File: src/rtl/crypto_guard_pkg.sv
// Purpose: Constants and types of the crypto supervisory guard
// Assumes: One 20 MHz clock, plain register port with 32-bit data
// Notes:   Offsets are byte addresses of aligned words
//
// How it works
// - Failed self-test: error code, register reads still answered, all else refused
// - Self-tests launch by themselves after reset
// - Failed self-test: no traffic, requests returned unacted
// - Five known-answer tests run in sequence
// - No service until every test passed
// - Every reset reruns the whole test sequence
// - Crypto or bypass chosen from metadata bits and the control register protocol enables
// - Metadata of every packet checked, both paths
// - Receive: invalid bits bypass, crypto status 0
// - Transmit: drop 0 on success, 1 on error; result lost if a new packet arrives in the same cycle
// - Transmit bypass packets get drop flag 0
// - ECC fault: fatal interrupt, hard error, outputs frozen
// - IV is 32-bit salt plus 64-bit counter
// - Store IV: store salt plus add counter
// - Stall output until new counter exceeds previous
// - Store add counter needs no wrap detection
// - ESP IV: salt plus packet sequence number
// - Sequence number wrap deactivates the association
// - PSP IV: SPI plus free-running master timer
// - PSP association lifetime capped near two days
package crypto_guard_pkg;

  // ==================== Timing
  localparam logic [63:0] CLK_PERIOD_NS = 64'h0000_0000_0000_0032;
  localparam logic [63:0] NS_PER_S      = 64'h0000_0000_3B9A_CA00;
  localparam logic [63:0] CLK_HZ        = NS_PER_S / CLK_PERIOD_NS;
  localparam logic [63:0] PSP_LIFE_S    = 64'h0000_0000_0002_A300;  // two days
  localparam logic [63:0] PSP_LIFE_CYC  = PSP_LIFE_S * CLK_HZ;

  // ==================== Register map
  localparam logic [7:0]  ADDR_STATUS   = 8'h00;
  localparam logic [7:0]  ADDR_CTRL     = 8'h04;
  localparam logic [7:0]  ADDR_ADD_LO   = 8'h08;
  localparam logic [7:0]  ADDR_ADD_HI   = 8'h0C;
  localparam logic [1:0]  PROTO_EN_RST  = 2'h3;

  // ==================== Self-test
  localparam logic [2:0]  KAT_LAST      = 3'h4;
  localparam logic [3:0]  ERR_NONE      = 4'h0;
  localparam logic [3:0]  ERR_ECC       = 4'hF;

  // ==================== Metadata control field
  localparam int          META_W        = 4;
  localparam logic [1:0]  PROTO_ESP     = 2'h1;
  localparam logic [1:0]  PROTO_PSP     = 2'h2;

  // ==================== IV sources
  localparam logic [1:0]  IV_STORE      = 2'h0;
  localparam logic [1:0]  IV_ESP        = 2'h1;
  localparam logic [1:0]  IV_PSP        = 2'h2;

  typedef enum logic [2:0] {
    ST_KAT_START,
    ST_KAT_WAIT,
    ST_READY,
    ST_TEST_ERR,
    ST_HARD_ERR
  } guard_state_t;

endpackage

File: src/rtl/crypto_selftest_bypass_iv_guard.sv
// Purpose: Self-test sequencing, bypass decisions and IV guard
// Assumes: Known-answer engines, datapaths and memories share mclk_i
// Notes:   All state but the reset release flops lives in one struct, registered once
`timescale 1ns/1ps
module crypto_selftest_bypass_iv_guard
  import crypto_guard_pkg::*;
#(
  parameter logic [63:0] PSP_LIFE = PSP_LIFE_CYC,
  parameter int          ECC_N    = 4
) (
  input  wire logic              mclk_i,
  input  wire logic              reset_n_i,
  // Register port
  input  wire logic [7:0]        reg_addr_i,
  input  wire logic [31:0]       reg_wdata_i,
  input  wire logic              reg_wr_i,
  input  wire logic              reg_rd_i,
  output logic      [31:0]       reg_rdata_o,
  // Known-answer test engines
  output logic                   kat_start_o,
  output logic      [2:0]        kat_id_o,
  input  wire logic              kat_done_i,
  input  wire logic              kat_pass_i,
  // Status
  output logic                   svc_ready_o,
  output logic                   test_err_o,
  output logic      [3:0]        err_code_o,
  output logic                   hard_err_o,
  output logic                   fatal_irq_o,
  input  wire logic [ECC_N-1:0]  ecc_err_i,
  // Receive path
  input  wire logic              rx_valid_i,
  input  wire logic [META_W-1:0] rx_meta_i,
  output logic                   rx_ready_o,
  output logic                   rx_dec_valid_o,
  output logic                   rx_crypto_o,
  // Transmit path
  input  wire logic              tx_valid_i,
  input  wire logic [META_W-1:0] tx_meta_i,
  output logic                   tx_ready_o,
  output logic                   tx_dec_valid_o,
  output logic                   tx_crypto_o,
  input  wire logic              tx_proc_done_i,
  input  wire logic              tx_proc_err_i,
  output logic                   tx_drop_valid_o,
  output logic                   tx_drop_o,
  // IV builder
  input  wire logic              sa_add_i,
  input  wire logic              esp_sa_open_i,
  input  wire logic              psp_sa_open_i,
  input  wire logic              iv_req_i,
  input  wire logic [1:0]        iv_kind_i,
  input  wire logic [31:0]       iv_salt_i,
  input  wire logic [63:0]       esp_seq_i,
  output logic                   iv_ready_o,
  output logic                   iv_valid_o,
  output logic      [95:0]       iv_o,
  output logic                   sa_deact_o,
  output logic                   psp_expired_o
);

  // ==================== Types and helpers
  typedef struct packed {
    guard_state_t st;
    logic [2:0]   kat_id;
    logic         kat_go;
    logic [3:0]   err_code;
    logic [1:0]   proto_en;
    logic [31:0]  rdata;
    logic         rx_dv;
    logic         rx_crypto;
    logic         tx_dv;
    logic         tx_crypto;
    logic         drop_v;
    logic         drop;
    logic [63:0]  add_cnt;
    logic [63:0]  tmr;
    logic [63:0]  last_add;
    logic [63:0]  last_esp;
    logic         esp_seen;
    logic [63:0]  last_psp;
    logic [63:0]  psp_start;
    logic         psp_live;
    logic [95:0]  iv;
    logic         iv_v;
    logic         deact;
  } guard_regs_t;

  // Crypto only for a well-formed request aimed at this path
  function automatic logic meta_ok(input logic [META_W-1:0] m, input logic dir, input logic [1:0] en);
    meta_ok = m[0] && (m[1] == dir) &&
              (((m[3:2] == PROTO_ESP) && en[0]) || ((m[3:2] == PROTO_PSP) && en[1]));
  endfunction

  // ==================== Reset release
  logic [1:0]  rst_q;
  logic        rst_n;

  always_ff @(posedge mclk_i or negedge reset_n_i) begin
    if (!reset_n_i) begin
      rst_q <= 2'h0;
    end else begin
      rst_q <= {rst_q[0], 1'b1};
    end
  end
  assign rst_n = rst_q[1];

  // ==================== Next state
  guard_regs_t s_q;
  guard_regs_t s_d;
  logic        ecc_any;
  logic        svc;
  logic        psp_exp;
  logic        iv_ok;
  logic        rx_ok;
  logic        tx_ok;

  assign ecc_any = |ecc_err_i;
  assign svc     = (s_q.st == ST_READY) && !ecc_any;
  assign psp_exp = s_q.psp_live && ((s_q.tmr - s_q.psp_start) >= PSP_LIFE);
  assign rx_ok   = meta_ok(rx_meta_i, 1'b0, s_q.proto_en);
  assign tx_ok   = meta_ok(tx_meta_i, 1'b1, s_q.proto_en);

  // Counter must strictly exceed the last one; ESP wraps and bad kinds are refused, not stalled
  always_comb begin
    iv_ok = 1'b1;
    case (iv_kind_i)
      IV_STORE: iv_ok = s_q.add_cnt > s_q.last_add;
      IV_PSP:   iv_ok = psp_exp || (s_q.tmr > s_q.last_psp);
      default:  iv_ok = 1'b1;
    endcase
  end

  always_comb begin
    s_d        = s_q;
    s_d.kat_go = 1'b0;
    s_d.rx_dv  = 1'b0;
    s_d.tx_dv  = 1'b0;
    s_d.drop_v = 1'b0;
    s_d.iv_v   = 1'b0;
    s_d.deact  = 1'b0;
    s_d.tmr    = s_q.tmr + 64'h0000_0000_0000_0001;
    if (sa_add_i) begin
      s_d.add_cnt = s_q.add_cnt + 64'h0000_0000_0000_0001;
    end

    // Register port: status always readable, writes only while in service
    if (reg_rd_i) begin
      case (reg_addr_i)
        ADDR_STATUS: s_d.rdata = {21'h00_0000, s_q.kat_id, s_q.err_code, 1'b0,
                                  s_q.st == ST_HARD_ERR, s_q.st == ST_TEST_ERR, s_q.st == ST_READY};
        ADDR_CTRL:   s_d.rdata = {30'h0000_0000, s_q.proto_en};
        ADDR_ADD_LO: s_d.rdata = s_q.add_cnt[31:0];
        ADDR_ADD_HI: s_d.rdata = s_q.add_cnt[63:32];
        default:     s_d.rdata = 32'h0000_0000;
      endcase
    end
    if (reg_wr_i && svc && (reg_addr_i == ADDR_CTRL)) begin
      s_d.proto_en = reg_wdata_i[1:0];
    end

    // Self-test sequencer
    case (s_q.st)
      ST_KAT_START: begin
        s_d.kat_go = 1'b1;
        s_d.st     = ST_KAT_WAIT;
      end
      ST_KAT_WAIT: begin
        if (kat_done_i && kat_pass_i) begin
          if (s_q.kat_id == KAT_LAST) begin
            s_d.st = ST_READY;
          end else begin
            s_d.kat_id = s_q.kat_id + 3'h1;
            s_d.st     = ST_KAT_START;
          end
        end else if (kat_done_i) begin
          s_d.err_code = {1'b0, s_q.kat_id} + 4'h1;
          s_d.st       = ST_TEST_ERR;
        end
      end
      ST_READY:    s_d.st = ST_READY;
      ST_TEST_ERR: s_d.st = ST_TEST_ERR;
      ST_HARD_ERR: s_d.st = ST_HARD_ERR;
      default:     s_d.st = ST_HARD_ERR;
    endcase

    // Bypass decisions, one per packet
    if (svc && rx_valid_i) begin
      s_d.rx_dv     = 1'b1;
      s_d.rx_crypto = rx_ok;
    end
    if (svc && tx_valid_i) begin
      s_d.tx_dv     = 1'b1;
      s_d.tx_crypto = tx_ok;
      if (!tx_ok) begin
        s_d.drop_v = 1'b1;
        s_d.drop   = 1'b0;
      end
    end else if (svc && tx_proc_done_i) begin
      s_d.drop_v = 1'b1;
      s_d.drop   = tx_proc_err_i;
    end

    // IV builder
    if (esp_sa_open_i) begin
      s_d.esp_seen = 1'b0;
    end
    if (psp_sa_open_i) begin
      s_d.psp_live  = 1'b1;
      s_d.psp_start = s_q.tmr;
    end
    if (svc && iv_req_i && iv_ok) begin
      case (iv_kind_i)
        IV_STORE: begin
          s_d.iv       = {iv_salt_i, s_q.add_cnt};
          s_d.iv_v     = 1'b1;
          s_d.last_add = s_q.add_cnt;
        end
        IV_ESP: begin
          if (s_q.esp_seen && (esp_seq_i <= s_q.last_esp)) begin
            // Stays armed: a wrapped number must keep being refused
            s_d.deact    = 1'b1;
          end else begin
            s_d.iv       = {iv_salt_i, esp_seq_i};
            s_d.iv_v     = 1'b1;
            s_d.last_esp = esp_seq_i;
            s_d.esp_seen = 1'b1;
          end
        end
        IV_PSP: begin
          if (psp_exp) begin
            // Stays expired until reopened, so the key is never served again
            s_d.deact    = 1'b1;
          end else begin
            s_d.iv       = {iv_salt_i, s_q.tmr};
            s_d.iv_v     = 1'b1;
            s_d.last_psp = s_q.tmr;
          end
        end
        default: s_d.deact = 1'b1;
      endcase
    end

    // Memory fault freezes every data output; wins over all else
    if (ecc_any || (s_q.st == ST_HARD_ERR)) begin
      s_d           = s_q;
      s_d.st        = ST_HARD_ERR;
      s_d.err_code  = ERR_ECC;
      s_d.kat_go    = 1'b0;
      s_d.rx_dv     = 1'b0;
      s_d.tx_dv     = 1'b0;
      s_d.drop_v    = 1'b0;
      s_d.iv_v      = 1'b0;
      s_d.deact     = 1'b0;
      s_d.rdata     = s_q.rdata;
      if (reg_rd_i && (reg_addr_i == ADDR_STATUS)) begin
        s_d.rdata = {27'h000_0000, 5'h04};
      end
    end
  end

  always_ff @(posedge mclk_i or negedge rst_n) begin
    if (!rst_n) begin
      s_q          <= '0;
      s_q.proto_en <= PROTO_EN_RST;
    end else begin
      s_q <= s_d;
    end
  end

  // ==================== Outputs
  assign reg_rdata_o     = s_q.rdata;
  assign kat_start_o     = s_q.kat_go;
  assign kat_id_o        = s_q.kat_id;
  assign svc_ready_o     = s_q.st == ST_READY;
  assign test_err_o      = s_q.st == ST_TEST_ERR;
  assign hard_err_o      = s_q.st == ST_HARD_ERR;
  assign fatal_irq_o     = s_q.st == ST_HARD_ERR;
  assign err_code_o      = s_q.err_code;
  // Ready low outside service: the processors hold traffic upstream
  assign rx_ready_o      = svc;
  assign tx_ready_o      = svc;
  assign rx_dec_valid_o  = s_q.rx_dv;
  assign rx_crypto_o     = s_q.rx_crypto;
  assign tx_dec_valid_o  = s_q.tx_dv;
  assign tx_crypto_o     = s_q.tx_crypto;
  assign tx_drop_valid_o = s_q.drop_v;
  assign tx_drop_o       = s_q.drop;
  assign iv_ready_o      = svc && iv_ok;
  assign iv_valid_o      = s_q.iv_v;
  assign iv_o            = s_q.iv;
  assign sa_deact_o      = s_q.deact;
  assign psp_expired_o   = psp_exp;

  // ==================== Checks
  chk_tests_autostart: assert property (@(posedge mclk_i) $rose(rst_n) |-> ##[0:1] kat_start_o)
    else $error("self-test did not start after reset");
  chk_fail_error_code: assert property (@(posedge mclk_i) disable iff (!rst_n)
    (s_q.st == ST_KAT_WAIT) && kat_done_i && !kat_pass_i && !ecc_any
    |=> test_err_o && (err_code_o == {1'b0, $past(kat_id_o)} + 4'h1))
    else $error("failed test gave no error code");
  chk_no_service_early: assert property (@(posedge mclk_i) disable iff (!rst_n)
    !svc_ready_o |-> !rx_ready_o && !tx_ready_o && !iv_ready_o ##1 !rx_dec_valid_o && !tx_dec_valid_o)
    else $error("traffic accepted outside service");
  chk_error_latched: assert property (@(posedge mclk_i) disable iff (!rst_n)
    (test_err_o || hard_err_o) |=> (test_err_o || hard_err_o) [*3])
    else $error("error state left without reset");
  chk_rx_bypass_status: assert property (@(posedge mclk_i) disable iff (!rst_n)
    rx_valid_i && rx_ready_o && !rx_ok |=> rx_dec_valid_o && !rx_crypto_o)
    else $error("receive bypass kept crypto status");
  chk_tx_drop_flag: assert property (@(posedge mclk_i) disable iff (!rst_n)
    tx_ready_o && !tx_valid_i && tx_proc_done_i |=> tx_drop_valid_o && (tx_drop_o == $past(tx_proc_err_i)))
    else $error("drop flag does not follow processing result");
  chk_tx_bypass_drop: assert property (@(posedge mclk_i) disable iff (!rst_n)
    tx_valid_i && tx_ready_o && !tx_ok |=> tx_dec_valid_o && !tx_crypto_o && tx_drop_valid_o && !tx_drop_o)
    else $error("transmit bypass not cleared for send");
  chk_fault_freeze: assert property (@(posedge mclk_i) disable iff (!rst_n)
    ecc_any |=> fatal_irq_o && !rx_dec_valid_o && !tx_dec_valid_o && !tx_drop_valid_o && !iv_valid_o)
    else $error("memory fault did not freeze outputs");
  chk_store_iv_stall: assert property (@(posedge mclk_i) disable iff (!rst_n)
    iv_req_i && (iv_kind_i == IV_STORE) && (s_q.add_cnt <= s_q.last_add) |-> !iv_ready_o ##1 !iv_valid_o)
    else $error("store IV issued without a fresh counter");
  chk_iv_layout: assert property (@(posedge mclk_i) disable iff (!rst_n)
    iv_req_i && iv_ready_o && (iv_kind_i == IV_PSP) && !psp_exp |=> iv_valid_o && (iv_o[95:64] == $past(iv_salt_i))
    && (iv_o[63:0] == $past(s_q.tmr)))
    else $error("PSP IV layout wrong");
  chk_esp_wrap_deact: assert property (@(posedge mclk_i) disable iff (!rst_n)
    svc && iv_req_i && (iv_kind_i == IV_ESP) && s_q.esp_seen && (esp_seq_i <= s_q.last_esp)
    |=> sa_deact_o && !iv_valid_o)
    else $error("sequence wrap did not deactivate");
  chk_reset_quiet: assert property (@(posedge mclk_i) $rose(rst_n) |-> !svc_ready_o && !test_err_o
    && !hard_err_o && (kat_id_o == 3'h0))
    else $error("reset did not restart the test sequence");
  chk_kat_id_range: assert property (@(posedge mclk_i) disable iff (!rst_n)
    kat_start_o |-> (kat_id_o <= KAT_LAST) ##1 !kat_start_o)
    else $error("test start not a single pulse in range");
  chk_kat_step: assert property (@(posedge mclk_i) disable iff (!rst_n)
    (s_q.st == ST_KAT_WAIT) && kat_done_i && kat_pass_i && (kat_id_o != KAT_LAST) && !ecc_any
    |=> ##1 (hard_err_o || (kat_start_o && (kat_id_o == $past(kat_id_o, 2) + 3'h1))))
    else $error("next test not started in order");
  chk_svc_needs_pass: assert property (@(posedge mclk_i) disable iff (!rst_n)
    $rose(svc_ready_o) |-> $past(kat_done_i) && $past(kat_pass_i) && ($past(kat_id_o) == KAT_LAST))
    else $error("service opened without a passed sequence");
  chk_writes_refused: assert property (@(posedge mclk_i) disable iff (!rst_n)
    reg_wr_i && !svc |=> (s_q.proto_en == $past(s_q.proto_en)))
    else $error("control write acted outside service");
  chk_rx_crypto_pick: assert property (@(posedge mclk_i) disable iff (!rst_n)
    rx_valid_i && rx_ready_o && (rx_meta_i == {PROTO_ESP, 2'b01}) && s_q.proto_en[0]
    |=> rx_dec_valid_o && rx_crypto_o)
    else $error("receive crypto request bypassed");
  chk_tx_crypto_pick: assert property (@(posedge mclk_i) disable iff (!rst_n)
    tx_valid_i && tx_ready_o && (tx_meta_i == {PROTO_PSP, 2'b11}) && s_q.proto_en[1]
    |=> tx_dec_valid_o && tx_crypto_o && !tx_drop_valid_o)
    else $error("transmit crypto request bypassed");
  chk_ecc_code: assert property (@(posedge mclk_i) disable iff (!rst_n)
    ecc_any |=> (err_code_o == ERR_ECC))
    else $error("memory fault gave no error code");
  chk_store_iv_layout: assert property (@(posedge mclk_i) disable iff (!rst_n)
    iv_req_i && iv_ready_o && (iv_kind_i == IV_STORE)
    |=> iv_valid_o && (iv_o == {$past(iv_salt_i), $past(s_q.add_cnt)}))
    else $error("store IV layout wrong");
  chk_esp_iv_layout: assert property (@(posedge mclk_i) disable iff (!rst_n)
    iv_req_i && iv_ready_o && (iv_kind_i == IV_ESP) && !(s_q.esp_seen && (esp_seq_i <= s_q.last_esp))
    |=> iv_valid_o && (iv_o == {$past(iv_salt_i), $past(esp_seq_i)}))
    else $error("ESP IV layout wrong");
  chk_psp_expired_deact: assert property (@(posedge mclk_i) disable iff (!rst_n)
    iv_req_i && iv_ready_o && (iv_kind_i == IV_PSP) && psp_exp |=> sa_deact_o && !iv_valid_o)
    else $error("expired PSP association still served");

  cov_reach_service: cover property (@(posedge mclk_i) disable iff (!rst_n) $rose(svc_ready_o));
  cov_rx_crypto:     cover property (@(posedge mclk_i) disable iff (!rst_n) rx_dec_valid_o && rx_crypto_o);
  cov_tx_dropped:    cover property (@(posedge mclk_i) disable iff (!rst_n) tx_drop_valid_o && tx_drop_o);
  cov_sa_deact:      cover property (@(posedge mclk_i) disable iff (!rst_n) sa_deact_o);
  cov_store_stall:   cover property (@(posedge mclk_i) disable iff (!rst_n) svc && iv_req_i && !iv_ready_o);

endmodule

File: config.mk
export PLATFORM = sky130hd
export DESIGN_NAME = crypto_selftest_bypass_iv_guard
export DESIGN_NICKNAME = d
export VERILOG_FILES = /design/src/rtl/crypto_guard_pkg.sv /design/src/rtl/crypto_selftest_bypass_iv_guard.sv
export SDC_FILE = /design/constraint.sdc
export NUM_CORES = 1
export LEC_CHECK = 0
export CORE_UTILIZATION = 40
export CTS_CLUSTER_DIAMETER = 40
export DETAILED_ROUTE_END_ITERATION = 12
export DONT_BUFFER_PORTS = 1
export PLACE_DENSITY = 0.65
export SETUP_SLACK_MARGIN = 0.5
export SYNTH_ARGS = -nofsm -noshare
export SYNTH_HDL_FRONTEND = slang
export SYNTH_SLANG_ARGS = --single-unit
File: constraint.sdc
create_clock -name mclk_i -period 46.1 [get_ports mclk_i]
set_input_delay 9.22 -clock mclk_i [delete_from_list [all_inputs] [get_ports mclk_i]]
set_output_delay 9.22 -clock mclk_i [all_outputs]
set_load 0.03 [all_outputs]
==> flow_summary_export.csv <==
group,metric,value,unit
status,status,"finished clean",
clock_network,total_clock_buffers_created_by_cts,83,
pwr,vdd.ir_drop.worst,30.3,uV
detailed_routing,totalWireLength,91500,um
pwr,power_per_cell_area,32.9,nW/um^2
finish,drive_above_1_share,0.141,
timing,timing.fmax,48.8,MHz
global_route,globalRoute.totalOverflow,0,
placement,dp_hpwl,68900,um
clock_network,path_clk_slew,0.05,ns
clock_network,cts-root-buf,"sky130_fd_sc_hd__clkbuf_16",
detailed_routing,antenna_violating_nets_post_route,0,
setup_path,timing.setup.critical_path_class,"in -> out",
synth,synthesis.instances,3401,
finish,layout_common_cells,"sky130_fd_sc_hd__dfrtp_1 (534), sky130_fd_sc_hd__nand2_1 (346), sky130_fd_sc_hd__inv_1 (290)",
detailed_routing,drt-vias-per-instance,5.61,
floorplanning,placement_rows,105,
pwr,p_leak,17.2,nW
global_route,grt_max_degree,162,
finish,finalInstanceArea,36200,um^2
pwr,post-layout-total-power,1.19,mW
detailed_routing,routed_wire_length_per_instance,20.9,um
detailed_routing,route.vias.total,24500,
setup_path,destination_of_the_worst_register_to_register_timing_path,"iv_o[85]$_DFFE_PN0P_",
synth,syn_area_per_cell,9.78,um^2
setup_path,cp.arrival,11.28,ns
min_path,worst_hold_path_type,"reg -> reg",
timing,fin_setup_tns,0,ns
timing,timing.max_slew.rel_slack,0.192,
finish,flow.area_growth_from_synthesis,8.73,%
global_route,wire_length_of_the_first_global_routing_pass,143000,um
placement,port-buffer-count,0,
setup_path,timing.critical_path.fanout_max,65,
global_route,grtUsageTotal,0.216,
placement,placedInstanceArea,33100,um^2
min_path,number_of_cells_on_the_worst_hold_path,0,
floorplanning,num_io_pins,316,
global_route,number_of_antenna_violations_at_the_first_check_in_global_routing,1,
synth,synthDistinctLibCells,86,
setup_path,ff2ff_path_depth,14,
synth,number_of_synthesized_flops_with_an_enable_pin,0,
synth,synth.ff_latch_count,537,
clock_network,cts_tree,"built",
timing,timing_hold_violations_final,0,
timing,final.period_utilization,0.445,
floorplanning,core_area,82100,um^2
clock_network,post_cts_hold_buffer_count,0,
clock_network,max-clock-path-buffers,3,
finish,layout.cells.non_filler,4372,
setup_path,critical_path.reg2reg.startpoint,"s_q[368]$_DFFE_PN0P_",
timing,setup_viol_count_final,0,
floorplanning,fp.dieW,290,um
clock_network,worst_skew_pair.late_latency,0.64,ns
clock_network,h-tree-depth,3,
timing,clock_skew,0.0415,ns
floorplanning,floorplan.initialDensity,0.405,
min_path,min_delay_worst_endpoint,"rst_q[1]$_DFF_PN0_",
synth,synth_seq_area_share,0.404,
setup_path,critPathLaunchType,"input pin",
clock_network,cts_repair_resize_count,0,
timing,slew_viol_final,0,
finish,most_common_library_cell_in_the_layout_ignoring_fill_and_taps,"sky130_fd_sc_hd__dfrtp_1",
detailed_routing,detail_route.drc_violations,0,
finish,finalNetCount,3653,
run,maxCapViolations,0,
timing,tightest_slew,1.20,ns
synth,asyncSetResetFlopFracSynth,1.00,
timing,period_minus_slack,20.50,ns
floorplanning,die_h,290,um
placement,gp_routability_congestion,0.935,
floorplanning,fp.dieArea,84300,um^2
detailed_routing,drtIter0Drc,2074,
setup_path,worstPathRequired,36.88,ns
placement,dp_cells,4214,
setup_path,critPathCaptureType,"output port",
detailed_routing,first_pass_iters,6,
synth,post_synthesis_net_count,3825,
clock_network,post-cts-setup-buffers,0,
synth,ys_dominant_reg_cell,"sky130_fd_sc_hd__dfrtp_1",
clock_network,clock-sinks,537,
global_route,grt_pass1_vias,23600,
setup_path,timing.reg2reg.setup_slack,38.61,ns
synth,post_synth_instance_area,33200,um^2
timing,worst_hold_margin,0.348,ns
min_path,hp-start,"rst_q[0]$_DFF_PN0_",
synth,synth.yosys.warnings,0,
timing,unrepaired_setup_endpoints_after_global_routing,"false",
==> where the power goes <==
group | total (mW) | internal (mW) | switching (mW)
combinational | 0.0420 | 0.0124 | 0.0296
sequential | 0.474 | 0.472 | 0.00208
clock | 0.674 | 0.414 | 0.260
total | 1.19 | 0.898 | 0.292
==> per-layer routing <==
metal | vias to the layer above | GRT usage | part of all wire
li1 | 11600 | - | -
met1 | 12000 | 0.311 | 0.46
met2 | 818 | 0.321 | 0.43
met3 | 133 | 0.0528 | 0.084
met4 | 0 | 0.0581 | 0.025
met5 | - | 0 | 0
==> through the flow <==
stage	setup WS, ns	utilization
3_5_place_dp	25.65	0.403
6_report	25.60	0.440
3_3_place_gp	25.69	0.403
2_1_floorplan	26.26	-
4_1_cts	25.64	0.440
5_1_grt	25.49	0.440
==> layout make-up <==
cell class	instances	area [um^2]
diodes	2	5.00
clock buffers	92	2190
clock inverters	64	835
fillers	7719	46000
inverters	290	1090
multi-input cells	2295	17100
flip-flops and latches	537	13400
well taps	1070	1340
repair buffers	22	190
==> worst max path at each step <==
stage,startpoint,to,slack [ns],depth (start not counted)
after floorplan,ecc_err_i[1],tx_ready_o,26.26,6
after global placement,iv_kind_i[1],iv_ready_o,25.69,7
after detailed placement,iv_kind_i[1],iv_ready_o,25.65,7
after CTS,iv_kind_i[1],iv_ready_o,25.64,7
after global routing,iv_kind_i[1],iv_ready_o,25.49,7
final,iv_kind_i[1],iv_ready_o,25.60,7
==> state kept, by name, indices dropped and copies added, names as in the netlist <==
signal           flops
iv_o                96
tx_drop_o            1
reg_rdata_o         32
rx_dec_valid_o       1
tx_dec_valid_o       1
err_code_o           4
kat_id_o             3
rst_q                2
tx_drop_valid_o      1
s_q                391
rx_crypto_o          1
sa_deact_o           1
kat_start_o          1
tx_crypto_o          1
iv_valid_o           1
==> synthesized netlist by cell type, types with 55 or more instances <==
cell / count / area [um^2]
sky130_fd_sc_hd__a21o_1: 85 / 638
sky130_fd_sc_hd__ha_1: 259 / 3240
sky130_fd_sc_hd__nor2_1: 132 / 495
sky130_fd_sc_hd__o21ai_0: 246 / 1230
sky130_fd_sc_hd__dfrtp_1: 535 / 13400
sky130_fd_sc_hd__a21oi_1: 145 / 726
sky130_fd_sc_hd__inv_1: 290 / 1090
sky130_fd_sc_hd__mux2_4: 55 / 826
sky130_fd_sc_hd__a32oi_1: 64 / 561
sky130_fd_sc_hd__xnor2_1: 119 / 1040
sky130_fd_sc_hd__clkbuf_1: 104 / 390
sky130_fd_sc_hd__nand3_1: 73 / 365
sky130_fd_sc_hd__buf_4: 137 / 1030
sky130_fd_sc_hd__nand4_1: 88 / 551
sky130_fd_sc_hd__nand2_1: 347 / 1300
sky130_fd_sc_hd__mux2_2: 192 / 2160
==> worst max-delay path, stage by stage <==
cell and delay [ns]:
sky130_fd_sc_hd__nor2_4 0.07, sky130_fd_sc_hd__buf_4 0.62, sky130_fd_sc_hd__o21ai_0 0.28, sky130_fd_sc_hd__a211oi_1 0.29, sky130_fd_sc_hd__or2_2 0.17, sky130_fd_sc_hd__nor2_1 0.05, sky130_fd_sc_hd__a21oi_1 0.56
==> cells by family after synthesis <==
kind of cell | count (synthesis) | synth area share
simple gates | 838 | 0.120
compound gates | 729 | 0.141
buf+inv | 569 | 0.0848
flops | 537 | 0.404
mux | 304 | 0.109
fa+ha+maj | 260 | 0.0981
xor+xnor | 163 | 0.0429
other cells | 1 | 0.000113
Note: power is estimated with default switching activity, not from simulation.
